**src/shrp_pkg.sv**
```systemverilog
package shrp_pkg;
   // ----------------------------------------------------------
   // header codes (lower half) and field positions
   // ----------------------------------------------------------
   localparam logic [7:0] HDR_ALT_NI = 8'h40;
   localparam logic [7:0] HDR_ALT_IL = 8'h48;
   localparam logic [7:0] HDR_CONST = 8'h43;
   localparam logic [7:0] HDR_RW_NI = 8'h41;
   localparam logic [7:0] HDR_RW_IL = 8'h49;
   localparam logic [7:0] HDR_HALF_MASK = 8'h04;
   localparam int HDR_HALF_BIT = 2;
   localparam int ADR_RD_BIT = 7;
   localparam logic [2:0] LAST_BIT = 3'h7;
   // ----------------------------------------------------------
   // fifo window
   // ----------------------------------------------------------
   localparam logic [7:0] FIFO_LAST_ADR = 8'h1f;
   localparam logic [7:0] FIFO_ALIAS0 = 8'h6a;
   localparam logic [7:0] FIFO_ALIAS1 = 8'h7a;
   localparam int FIFO_PTR_W = 8;
   localparam logic [FIFO_PTR_W-1:0] FIFO_PTR_RST = 8'h00;
   // ----------------------------------------------------------
   // reset values and timing
   // ----------------------------------------------------------
   localparam logic IRQ_RST = 1'b1;
   localparam logic CS_N_RST = 1'b1;
   localparam logic [2:0] DEV_FILT_RST = 3'h2;
   localparam logic [1:0] HOST_FILT_RST = 2'h0;
   localparam int REF_CLK_HZ = 40_000_000;
   localparam int SCLK_HZ = 2_500_000;
   localparam int HALF_CYC = REF_CLK_HZ / (2 * SCLK_HZ);
   localparam logic [3:0] HALF_CNT = 4'(HALF_CYC - 1);

   typedef enum logic [2:0] {
      SHRP_ALT_NI, SHRP_ALT_IL, SHRP_CONST, SHRP_RW_NI, SHRP_RW_IL
   } shrp_mode_e;
endpackage

```
**src/shrp_link_if.sv**
```systemverilog
// serial link between host and device
interface shrp_link_if;
   logic sclk;
   logic cs_n;
   logic serial_data_in;
   logic serial_data_in_oe;
   logic serial_data_out;
   logic serial_data_out_oe;
   logic irq_pin;

   modport dev (
      input sclk, cs_n, serial_data_in,
      output serial_data_out, serial_data_out_oe, irq_pin
   );
   modport host (
      output sclk, cs_n, serial_data_in, serial_data_in_oe,
      input serial_data_out, irq_pin
   );
endinterface

```
**src/shrp_dev.sv**
```systemverilog
module shrp_dev (
   input wire logic ref_clk,
   input wire logic rst,
   input wire logic ce,
   shrp_link_if.dev lnk,
   output logic [7:0] reg_addr,
   output logic [7:0] reg_wdata,
   output logic reg_wr,
   output logic reg_rd,
   input wire logic [7:0] reg_rdata,
   output logic fifo_hit,
   output logic [shrp_pkg::FIFO_PTR_W-1:0] fifo_ptr,
   output logic monitor_slave_mode,
   output logic hdr_reject,
   input wire logic irq_req,
   input wire logic irq_active_high
);
   import shrp_pkg::*;

   typedef enum logic [2:0] {
      S_IDLE, S_HDR, S_ADDR, S_SLOT, S_WDATA, S_BURST, S_CONST, S_IGNORE
   } shrp_state_e;

   // ----------------------------------------------------------
   // pin synchronisers and agreement filter
   // ----------------------------------------------------------
   logic [2:0] raw;
   logic [2:0] s1_q, s2_q, s3_q, filt_q;
   wire [2:0] agree = ~(s2_q ^ s3_q);
   wire [2:0] filt_d = (s3_q & agree) | (filt_q & ~agree);
   logic strap_q;

   assign raw = {lnk.sclk, lnk.cs_n, lnk.serial_data_in};

   // three stages, no reset on the data path
   always_ff @(posedge ref_clk) begin
      if (ce) begin
         s1_q <= raw;
         s2_q <= s1_q;
         s3_q <= s2_q;
      end
   end

   // filtered levels change once stages two and three agree
   always_ff @(posedge ref_clk) begin
      if (rst) begin
         filt_q <= DEV_FILT_RST;
      end else if (ce) begin
         filt_q <= filt_d;
      end
   end

   // select level caught while reset is held
   always_ff @(posedge ref_clk) begin
      if (rst && ce) begin
         strap_q <= s3_q[1];
      end
   end

   assign monitor_slave_mode = ~strap_q;

   // ----------------------------------------------------------
   // edge detection
   // ----------------------------------------------------------
   wire sclk_rise = filt_d[2] & ~filt_q[2];
   wire sclk_fall = ~filt_d[2] & filt_q[2];
   wire cs_fall = ~filt_d[1] & filt_q[1] & strap_q;
   wire sel = ~filt_q[1] & strap_q;
   wire sdi_f = filt_q[0];

   logic [2:0] bit_q;
   logic [6:0] sh_q;
   wire byte_done = sclk_rise & sel & (bit_q == LAST_BIT);
   wire [7:0] byte_in = {sh_q, sdi_f};

   // msb-first receive shifter
   always_ff @(posedge ref_clk) begin
      if (rst) begin
         bit_q <= 3'h0;
         sh_q <= 7'h00;
      end else if (ce) begin
         if (!sel) begin
            bit_q <= 3'h0;
         end else if (sclk_rise) begin
            bit_q <= bit_q + 3'h1;
            sh_q <= byte_in[6:0];
         end
      end
   end

   // ----------------------------------------------------------
   // header decode and address forms
   // ----------------------------------------------------------
   wire [7:0] hdr_base = byte_in & ~HDR_HALF_MASK;
   wire hdr_ok = (hdr_base == HDR_ALT_NI) || (hdr_base == HDR_ALT_IL) ||
      (hdr_base == HDR_CONST) || (hdr_base == HDR_RW_NI) || (hdr_base == HDR_RW_IL);
   shrp_mode_e hdr_mode;

   // sequence type from header code
   always_comb begin
      if (hdr_base == HDR_ALT_IL) begin
         hdr_mode = SHRP_ALT_IL;
      end else if (hdr_base == HDR_CONST) begin
         hdr_mode = SHRP_CONST;
      end else if (hdr_base == HDR_RW_NI) begin
         hdr_mode = SHRP_RW_NI;
      end else if (hdr_base == HDR_RW_IL) begin
         hdr_mode = SHRP_RW_IL;
      end else begin
         hdr_mode = SHRP_ALT_NI;
      end
   end

   function automatic logic is_fifo(input logic [7:0] a);
      is_fifo = (a <= FIFO_LAST_ADR) || (a == FIFO_ALIAS0) || (a == FIFO_ALIAS1);
   endfunction

   // ----------------------------------------------------------
   // sequence state machine
   // ----------------------------------------------------------
   shrp_state_e state_q, state_d;
   shrp_mode_e mode_q, mode_d;
   logic half_q, half_d, crd_q, crd_d, rd_d, wr_d, hit_d, rej_d;
   logic [7:0] addr_q, addr_d, wdat_d;
   logic [FIFO_PTR_W-1:0] ptr_d;
   wire byte_rd = byte_in[ADR_RD_BIT];
   wire [7:0] byte_adr = {half_q, byte_in[6:0]};
   wire mode_ni = (mode_q == SHRP_ALT_NI) || (mode_q == SHRP_RW_NI);
   wire mode_rw = (mode_q == SHRP_RW_NI) || (mode_q == SHRP_RW_IL);

   always_comb begin
      state_d = state_q;
      mode_d = mode_q;
      half_d = half_q;
      crd_d = crd_q;
      addr_d = addr_q;
      wdat_d = reg_wdata;
      ptr_d = fifo_ptr;
      hit_d = fifo_hit;
      rej_d = hdr_reject;
      rd_d = 1'b0;
      wr_d = 1'b0;
      if (cs_fall) begin
         state_d = S_HDR;
         rej_d = 1'b0;
      end else if (!sel) begin
         state_d = S_IDLE;
      end else if (byte_done) begin
         case (state_q)
            S_HDR: begin
               mode_d = hdr_mode;
               half_d = byte_in[HDR_HALF_BIT];
               state_d = hdr_ok ? S_ADDR : S_IGNORE;
               rej_d = ~hdr_ok;
            end
            S_ADDR: begin
               addr_d = byte_adr;
               if (mode_q == SHRP_CONST) begin
                  state_d = S_CONST;
                  crd_d = byte_rd;
                  rd_d = byte_rd;
                  ptr_d = FIFO_PTR_RST;
                  hit_d = is_fifo(byte_adr);
               end else if (byte_rd) begin
                  rd_d = 1'b1;
                  state_d = mode_ni ? S_SLOT : S_ADDR;
               end else begin
                  state_d = mode_rw ? S_BURST : S_WDATA;
               end
            end
            S_SLOT: state_d = S_ADDR;
            S_WDATA: begin
               wr_d = 1'b1;
               wdat_d = byte_in;
               state_d = S_ADDR;
            end
            S_BURST: begin
               wr_d = 1'b1;
               wdat_d = byte_in;
            end
            S_CONST: begin
               ptr_d = hit_d ? fifo_ptr + 1'b1 : fifo_ptr;
               rd_d = crd_q;
               wr_d = ~crd_q;
               wdat_d = byte_in;
            end
            default: state_d = state_q;
         endcase
      end
   end

   // sequence registers
   always_ff @(posedge ref_clk) begin
      if (rst) begin
         state_q <= S_IDLE;
         mode_q <= SHRP_ALT_NI;
         half_q <= 1'b0;
         crd_q <= 1'b0;
         addr_q <= 8'h00;
         reg_wdata <= 8'h00;
         reg_rd <= 1'b0;
         reg_wr <= 1'b0;
         fifo_ptr <= FIFO_PTR_RST;
         fifo_hit <= 1'b0;
         hdr_reject <= 1'b0;
      end else if (ce) begin
         state_q <= state_d;
         mode_q <= mode_d;
         half_q <= half_d;
         crd_q <= crd_d;
         addr_q <= addr_d;
         reg_wdata <= wdat_d;
         reg_rd <= rd_d;
         reg_wr <= wr_d;
         fifo_ptr <= ptr_d;
         fifo_hit <= hit_d;
         hdr_reject <= rej_d;
      end
   end

   assign reg_addr = addr_q;

   // ----------------------------------------------------------
   // read data output shifter
   // ----------------------------------------------------------
   logic [7:0] rbuf_q, osh_q;
   logic ld_q, oact_q;
   logic [2:0] ocnt_q;

   // load on the falling edge closing the address byte
   always_ff @(posedge ref_clk) begin
      if (rst) begin
         rbuf_q <= 8'h00;
         osh_q <= 8'h00;
         ld_q <= 1'b0;
         oact_q <= 1'b0;
         ocnt_q <= 3'h0;
      end else if (ce) begin
         if (!sel) begin
            ld_q <= 1'b0;
            oact_q <= 1'b0;
         end else if (reg_rd) begin
            rbuf_q <= reg_rdata;
            ld_q <= 1'b1;
         end else if (sclk_fall && ld_q) begin
            osh_q <= rbuf_q;
            ld_q <= 1'b0;
            oact_q <= 1'b1;
            ocnt_q <= 3'h0;
         end else if (sclk_fall && oact_q) begin
            oact_q <= (ocnt_q != LAST_BIT);
            osh_q <= {osh_q[6:0], 1'b0};
            ocnt_q <= ocnt_q + 3'h1;
         end
      end
   end

   assign lnk.serial_data_out = osh_q[7];
   assign lnk.serial_data_out_oe = oact_q & sel;

   // ----------------------------------------------------------
   // interrupt request pin
   // ----------------------------------------------------------
   logic irq_q;

   always_ff @(posedge ref_clk) begin
      if (rst) begin
         irq_q <= IRQ_RST;
      end else if (ce) begin
         irq_q <= irq_active_high ? irq_req : ~irq_req;
      end
   end

   assign lnk.irq_pin = irq_q;
endmodule

```
**src/flat_wrapper.sv**
```systemverilog
// flat-port wrapper written by rule: the top's interface ports become plain ports
module shrp_dev_flat import shrp_pkg::*;
  (ref_clk, rst, ce, reg_addr, reg_wdata, reg_wr, reg_rd, reg_rdata, fifo_hit, fifo_ptr, monitor_slave_mode, hdr_reject, irq_req, irq_active_high, lnk_sclk, lnk_cs_n, lnk_serial_data_in, lnk_serial_data_out, lnk_serial_data_out_oe, lnk_irq_pin);
  shrp_link_if lnk_i ();
  input wire logic ref_clk;
  input wire logic rst;
  input wire logic ce;
  output logic [7:0] reg_addr;
  output logic [7:0] reg_wdata;
  output logic reg_wr;
  output logic reg_rd;
  input wire logic [7:0] reg_rdata;
  output logic fifo_hit;
  output logic [shrp_pkg::FIFO_PTR_W-1:0] fifo_ptr;
  output logic monitor_slave_mode;
  output logic hdr_reject;
  input wire logic irq_req;
  input wire logic irq_active_high;
  input wire logic [$bits(lnk_i.sclk)-1:0] lnk_sclk;
  input wire logic [$bits(lnk_i.cs_n)-1:0] lnk_cs_n;
  input wire logic [$bits(lnk_i.serial_data_in)-1:0] lnk_serial_data_in;
  output wire logic [$bits(lnk_i.serial_data_out)-1:0] lnk_serial_data_out;
  output wire logic [$bits(lnk_i.serial_data_out_oe)-1:0] lnk_serial_data_out_oe;
  output wire logic [$bits(lnk_i.irq_pin)-1:0] lnk_irq_pin;
  assign lnk_i.sclk = lnk_sclk;
  assign lnk_i.cs_n = lnk_cs_n;
  assign lnk_i.serial_data_in = lnk_serial_data_in;
  assign lnk_serial_data_out = lnk_i.serial_data_out;
  assign lnk_serial_data_out_oe = lnk_i.serial_data_out_oe;
  assign lnk_irq_pin = lnk_i.irq_pin;
  shrp_dev u_core (.ref_clk(ref_clk), .rst(rst), .ce(ce), .lnk(lnk_i), .reg_addr(reg_addr), .reg_wdata(reg_wdata), .reg_wr(reg_wr), .reg_rd(reg_rd), .reg_rdata(reg_rdata), .fifo_hit(fifo_hit), .fifo_ptr(fifo_ptr), .monitor_slave_mode(monitor_slave_mode), .hdr_reject(hdr_reject), .irq_req(irq_req), .irq_active_high(irq_active_high));
endmodule
```
**config.mk**
```make
export PLATFORM = sky130hd
export DESIGN_NAME = shrp_dev_flat
export DESIGN_NICKNAME = d
export VERILOG_FILES = /design/src/shrp_pkg.sv /design/src/shrp_link_if.sv /design/src/shrp_dev.sv /design/src/flat_wrapper.sv
export SDC_FILE = /design/constraint.sdc
export NUM_CORES = 1
export LEC_CHECK = 0
export BUFFER_PORTS_ARGS = -buffer_cell sky130_fd_sc_hd__buf_4
export CORE_MARGIN = 2
export CORE_UTILIZATION = 50
export CTS_BUF_LIST = sky130_fd_sc_hd__clkbuf_2
export DETAILED_ROUTE_END_ITERATION = 8
export GPL_TIMING_DRIVEN = 0
export MAX_ROUTING_LAYER = met4
export PLACE_DENSITY_LB_ADDON = 0.3
export SKIP_CTS_REPAIR_TIMING = 1
export SYNTH_ARGS = -nofsm -noshare
export SYNTH_HDL_FRONTEND = slang
export SYNTH_SLANG_ARGS = --single-unit
```
**constraint.sdc**
```tcl
create_clock -name ref_clk -period 2.9 [get_ports ref_clk]
set_clock_uncertainty 0.05 [all_clocks]
set_input_delay 0.29 -clock ref_clk [delete_from_list [all_inputs] [get_ports ref_clk]]
set_output_delay 0.29 -clock ref_clk [all_outputs]
set_load 0.01 [all_outputs]
```
* After elaboration in Yosys (flattened, before gate mapping)
Index checks and enable logic that the tools add are counted.
** Cells by class
- Muxes and demuxes :: 44
- Bitwise operators :: 24
- Eq/ne operators :: 26
- Order comparisons :: 1
- Reductions and logical operators :: 33
- Add/subtract/negate cells :: 3
** Operators by type and width (number)
- $mux W3 :: 14
- $eq A7 B6 Y1 const B :: 5
- $mux W8 :: 4
- $mux W1 :: 22
- $eq A8 B7 Y1 const B :: 2
- $pmux W8 S2 :: 1
- $eq A3 B3 Y1 const B :: 5
- $reduce_and A5 Y1 :: 3
- $eq A3 B2 Y1 const B :: 4
- $reduce_and A3 Y1 :: 4
- $not A1 Y1 :: 10
- $reduce_bool A2 Y1 :: 5
- $pmux W3 S3 :: 1
- $add A8 B1 Y8 const B :: 1
- $and A1 B1 Y1 :: 8
- $le A8 B5 Y1 const B :: 1
- $logic_or A1 B1 Y1 :: 8
- $reduce_and A4 Y1 :: 2
- $reduce_and A7 Y1 :: 1
- $add A3 B1 Y3 const B :: 2
- $and A3 B3 Y3 :: 2
- $ne A2 B1 Y1 const B :: 3
- $ne A3 B2 Y1 const B :: 2
- $ne A3 B3 Y1 const B :: 2
- 13 further kinds :: 19
** Storage, ports and cells
- Output and inout port bits :: 32
- Input bits :: 16
- Logic and storage cells :: 155
- Bits in registers :: 81

* Longest topological paths before layout
Gate-level depths: netlist of run 1.
- Word-level depth :: 12
- Mapped depth :: 8
- Depth with buffers taken out :: 6

* Worst setup path before layout of run 1
No wires, ideal clock.
- Path type :: register to register
- Start :: register u_core.bit_q[0]
- End :: register u_core.fifo_ptr[7] (netlist name)
- Cell stages (with the launch flop) :: 8
- Arrival time :: 1692 ps
- Slack :: 1087 ps
- Data required time :: 2779 ps
- Buffers on the path :: 1
- Setup time :: 71 ps
- Path through :: dfxtp_1 > ha_1 > ha_1 > and3b_1 > buf_2 > o2111ai_4 > or4_1 > a21oi_1
** On the way
- Longest elaborated chain between the ends :: 3
** Ends and longest elaborated chain
- start: declaration :: line shrp_dev.sv:71 : logic [2:0] bit_q;
- start signal: assignment :: line shrp_dev.sv:85 : bit_q <= bit_q + 3'h1;
- $eq A3 B3 Y1 :: line shrp_dev.sv:73 : wire byte_done = sclk_rise & sel & (bit_q == LAST_BIT);
- $and A1 B1 Y1 :: line shrp_dev.sv:73
- $reduce_and A7 Y1 (no source line)
- end signal: assignment :: line shrp_dev.sv:215 : fifo_ptr <= ptr_d;
- end: declaration :: line shrp_dev.sv:12 : output logic [shrp_pkg::FIFO_PTR_W-1:0] fifo_ptr,
Every way passes these cells.
A chain may end at the register's enable or synchronous reset.

* Worst setup path in the final report of run 1
- Start :: register u_core.bit_q[0]
- End :: register u_core.fifo_ptr[2] (netlist name)
Same word-level chain as after synthesis.

==> results.txt, run 1 <==
post-synthesis adder-cell area fraction = 0.0178
final setup vio count = 0
die area = 7720 um^2
synth warn = 0
fill count = 586
peak supply drop = 283 uV
unrepaired setup endpoints after global routing = false
Routed WL per cell = 14.2 um
cell count along the critical path = 7
Initial Util = 0.517
Max-slew headroom = 0.553
Slowest-stage cell, CP = o21bai_1
most common cell after layout, fill and taps aside = dfxtp_1
final worst-path cycle share = 0.718
Setup crit end kind = flip-flop
Cells after DPL = 518
DRC = 0
Worst Max-Slew Pin Slew = 0.661 ns
hold endpoint = u_core.lnk.irq_pin
Synth Instances = 375
syn nets = 396
P&R area growth vs syn = 21.3%
Bufs and invs on worst path = 1
row cnt = 30
ant diodes = 0
CP arrival = 2.42 ns
CP startpoint kind = flip-flop
Max Cap Violations = 0
Post-DP HPWL = 5.21 mm
worst hold-check path type = in -> reg
Post-Synth XOR/XNOR Area = 0.00996
Vias per Instance = 5.39
fraction of registers with async set/reset = 0
gr usage total = 0.215
Leak = 0.00171 uW
sequential element share of the synthesized area = 0.490
crit-path cells = ha_1 -> ha_1 -> and3b_1 -> buf_2 -> nand3_1 -> o21bai_1 -> a21oi_1
r2r endpoint = u_core.fifo_ptr[2]
Routed Antenna Nets = 0
GP Congestion = 0.845
share of layout cells above drive strength 1 = 0.191
IO buf count = 47
register bit count reported by yosys = 81
r2r startpoint = u_core.bit_q[0]
Top FF cell, synth = dfxtp_1
Routed Wire Length = 7.79 mm
hold slack = 0.0318 ns
Worst EP required = 3.24 ns
Post-synth EDFFs = 10
Hold Fails Final Rpt = 0
first-iteration detailed-routing DRC count = 132
setup total negative slack = 0 ns
vias in the first global route = 2653
mux share of post-synthesis cell area = 0.0769
WS Path Type = reg -> reg
Util after Layout = 0.628
reg-to-reg slack, setup = 0.82 ns
largest net degree at the start of global routing = 16
initial antenna violation count = 0
largest family of logic cells by synthesized area = simple AND/OR/NAND/NOR gates
Post-DP Area = 3990 um^2
power density over cell area = 463 nW/um^2
HP Start = irq_req
CTS buffer count = 9
root buf cell = clkbuf_2
first-pass GRT wire length = 12.5 mm
status = finished, final reports clean
Compound-Gate Fraction of Synth Area = 0.144
simple logic cell fraction of the synthesized area = 0.224
chip height = 87.9 um
I/O pins = 48
CP max FO = 8
grt total ovfl = 0
post-synthesis cell area = 3520 um^2
CTS H-tree lvls = 3
Layout Cells excl Fill = 547
Critical Path Most Common Cell = ha_1
min Tclk post-route = 2.08 ns
Clock Latency Late Sink = 0.54 ns
crit-path max cell delay = 0.55 ns
clock tree sinks = 81
Die Wd = 87.9 um
core area = 6790 um^2
crit-path leading delay family = compound AO/OA/AOI/OAI gates
nets = 467
fmax = 480 MHz
Hold Path Depth = 4
clock buffer depth = 2
fin area = 4270 um^2
drt pass-1 iters = 5
max-slew violations = 0
Reg clk slew, reported paths = 0.22 ns
TritonCTS clock tree = yes
syn_area_per_cell = 9.38 um^2
R2R depth = 7
via count = 2947
Distinct cells, synth = 50
commonest non-fill, non-tap cells in the layout = dfxtp_1 (71), buf_4 (48), nor2_1 (45), nand2_1 (45), a21oi_1 (35)
## how the worst max path moves through the flow
stage               startpoint                  to
3_3_place_gp   u_core.bit_q[0]  u_core.fifo_ptr[0]
3_5_place_dp   u_core.bit_q[0]  u_core.fifo_ptr[1]
2_1_floorplan  u_core.bit_q[0]  u_core.fifo_ptr[7]
6_report       u_core.bit_q[0]  u_core.fifo_ptr[2]
4_1_cts        u_core.bit_q[0]  u_core.fifo_ptr[2]
5_1_grt        u_core.bit_q[0]  u_core.fifo_ptr[4]
## cells in the mapped netlist (all sizes together) (4+ instances only)
library cell,n,area share
dfxtp,71,0.40
nand2,45,0.048
nor2,45,0.048
a21oi,35,0.050
mux2i,27,0.077
clkbuf,16,0.018
o21ai,14,0.020
edfxtp,10,0.085
buf,9,0.014
nand2b,9,0.016
nand3,9,0.013
a311oi,8,0.020
and2,7,0.012
nand4,7,0.017
or3,7,0.013
ha,5,0.018
inv,5,0.0053
or4,5,0.011
a21o,4,0.0089
## registers in the layout, indices dropped and copies added (netlist names), 2 cells and up, named ones only
name and cells:
u_core.bit_q 3, u_core.fifo_ptr 8, u_core.filt_q 2, u_core.mode_q 3, u_core.ocnt_q 3, u_core.osh_q 8, u_core.rbuf_q 8, u_core.reg_addr 8
u_core.reg_wdata 8, u_core.s1_q 3, u_core.s2_q 3, u_core.s3_q 3, u_core.sh_q 7, u_core.state_q 3
## where the power goes
| group | switching (uW) | total (uW) | internal [uW] |
|---|---|---|---|
| combinational | 55.6 | 103 | 47.7 |
| sequential | 11.1 | 1170 | 1150 |
| clock | 412 | 705 | 292 |
| total | 479 | 1970 | 1490 |
## worst min-delay path: cells and delay by family
kind,cells,cell delay [ns]
buffers and inverters,1,0.08
AND/OR/NAND/NOR,1,0.09
AO/OA/AOI/OAI,1,0.09
XOR/XNOR,1,0.05
## metal layers
metal | routed length, um | vias to the layer above | global-route usage
li1 | - | 1469 | -
met1 | 3600 | 1400 | 0.281
met2 | 3700 | 67 | 0.326
met3 | 375 | 11 | 0.0509
met4 | 116 | 0 | 0.0797
met5 | 0 | - | -
## cell type report
cell class | count | area (um^2) | area share
tap | 96 | 120 | 0.0282
timing repair buffer | 60 | 483 | 0.113
buffer | 25 | 111 | 0.0261
sequential | 81 | 1720 | 0.404
multi-input combinational | 264 | 1660 | 0.390
clock inverter | 7 | 101 | 0.0238
inverter | 5 | 18.8 | 0.00440
clock buffer | 9 | 45.0 | 0.0106
## per-stage QoR
stage	total power (uW)	worst slack, ns
floorplan	1230	1.09
global placement	1270	0.875
detailed placement	1280	0.876
CTS	1980	0.836
global route	2050	0.636
finish	1970	0.818
## logic make-up after synthesis
group | count (synthesis)
AO/OA/AOI/OAI | 79
flip-flops | 81
adder cells (fa/ha/maj) | 5
XOR/XNOR | 4
buffers and inverters | 30
multiplexers | 27
AND/OR/NAND/NOR | 149
Power figures use the tool's default switching activity.
==> run 2, diff against run 1 <==
==> constraint.sdc (replaced) <==
create_clock -name ref_clk -period 1.9 [get_ports ref_clk]
set_clock_uncertainty 0.05 [all_clocks]
set_input_delay 0.19 -clock ref_clk [delete_from_list [all_inputs] [get_ports ref_clk]]
set_output_delay 0.19 -clock ref_clk [all_outputs]
set_load 0.01 [all_outputs]
==> results.txt, run 2 (same netlist as run 1, synthesis figures left out) <==
status = finished, final reports clean
Leak = 0.00179 uW
min Tclk post-route = 1.86 ns
grt total ovfl = 0
r2r endpoint = u_core.fifo_ptr[2]
CP Launch Point = u_core.s2_q[2]
Routed WL per cell = 14.3 um
drt pass-1 iters = 4
row cnt = 30
gr usage total = 0.215
CP arrival = 2.26 ns
clock tree sinks = 81
Routed Wire Length = 8.00 mm
Max-slew headroom = 0.547
Hold Path Depth = 2
nets = 481
power density over cell area = 675 nW/um^2
Layout Cells excl Fill = 561
peak supply drop = 425 uV
GP Congestion = 0.845
hold slack = 0.318 ns
Vias per Instance = 5.41
Top Usage Layer GRT = met2
clock buffer depth = 2
vias in the first global route = 2653
TritonCTS clock tree = yes
via count = 3035
area of the multi-input gates = 1740 um^2
share of layout cells above drive strength 1 = 0.245
final setup vio count = 0
I/O pins = 48
die area = 7720 um^2
IO buf count = 47
GR Util met3 = 0.0509
grt met2 use = 0.326
Util after Layout = 0.659
Power, Total = 3020 uW
Reg clk slew, reported paths = 0.24 ns
reg-to-reg slack, setup = 0.04 ns
Post-DP HPWL = 5.21 mm
Routed Antenna Nets = 0
CP max FO = 6
final worst-path cycle share = 0.977
Die Wd = 87.9 um
HP Start = lnk_serial_data_in
r2r startpoint = u_core.s2_q[2]
chip height = 87.9 um
max-slew violations = 0
setup total negative slack = 0 ns
largest net degree at the start of global routing = 16
Worst Max-Slew Pin Slew = 0.670 ns
WS Path Type = reg -> reg
Clock Latency Late Sink = 0.54 ns
most common cell after layout, fill and taps aside = dfxtp_1
first-pass GRT wire length = 12.5 mm
Worst EP required = 2.30 ns
Max Cap Violations = 0
met1 usage = 0.281
fill count = 560
worst hold-check path type = in -> reg
core area = 6790 um^2
hold endpoint = u_core.s1_q[0]
Setup crit end kind = flip-flop
register area = 1720 um^2
fmax = 539 MHz
CTS H-tree lvls = 3
Hold Fails Final Rpt = 0
Initial Util = 0.517
CTS buffer count = 9
P&R area growth vs syn = 27.3%
initial antenna violation count = 0
Cells after DPL = 518
DRC = 0
root buf cell = clkbuf_2
commonest non-fill, non-tap cells in the layout = dfxtp_1 (69), buf_4 (57), nand2_1 (45), nor2_1 (44), a21oi_1 (31)
first-iteration detailed-routing DRC count = 119
ant diodes = 0
CP startpoint kind = flip-flop
R2R depth = 6
run 2: final cells by class:
class,count,area share
inverters,5,0.00419
clock inverters,7,0.0227
flip-flops and latches,81,0.385
repair buffers,74,0.133
clock buffers,9,0.0101
plain buffers,25,0.0296
multi-input cells,264,0.388
well taps,96,0.0268
run 2: worst max path at each step:
stage                                    end  cells past startpoint
final                     u_core.fifo_ptr[2]                      6
after global routing      u_core.fifo_ptr[4]                      6
after CTS                 u_core.fifo_ptr[2]                      7
after detailed placement  u_core.fifo_ptr[1]                      7
after global placement    u_core.fifo_ptr[0]                      7
after floorplan           u_core.fifo_ptr[7]                      7
run 2: routing by layer:
| metal | routed length, um | share of wire |
|---|---|---|
| met1 | 3640 | 0.45 |
| met2 | 3850 | 0.48 |
| met3 | 365 | 0.046 |
| met4 | 144 | 0.018 |
| met5 | 0 | 0 |
run 2: per-stage QoR:
stage | area, um^2 | setup WS [ns]
after floorplan | 3520 | 0.0868
after global placement | 3990 | -0.125
after detailed placement | 3990 | -0.124
after CTS | 4140 | -0.164
after global routing | 4470 | -0.0315
final | 4470 | 0.0432
run 2: power by group:
part           leakage (uW)  internal (uW)  total (uW)  switching (uW)
combinational       0.00104           84.5         174            89.7
sequential         0.000671           1760        1780            16.9
clock             0.0000806            446        1070             623
total               0.00179           2290        3020             730
run 2: worst max-delay path, stage by stage, from the launching register on:
cell and delay (ns):
edfxtp_1 0.52, and4b_1 0.27, buf_6 0.15, o2111ai_4 0.17, buf_6 0.18, or3_1 0.31
a21oi_1 0.13
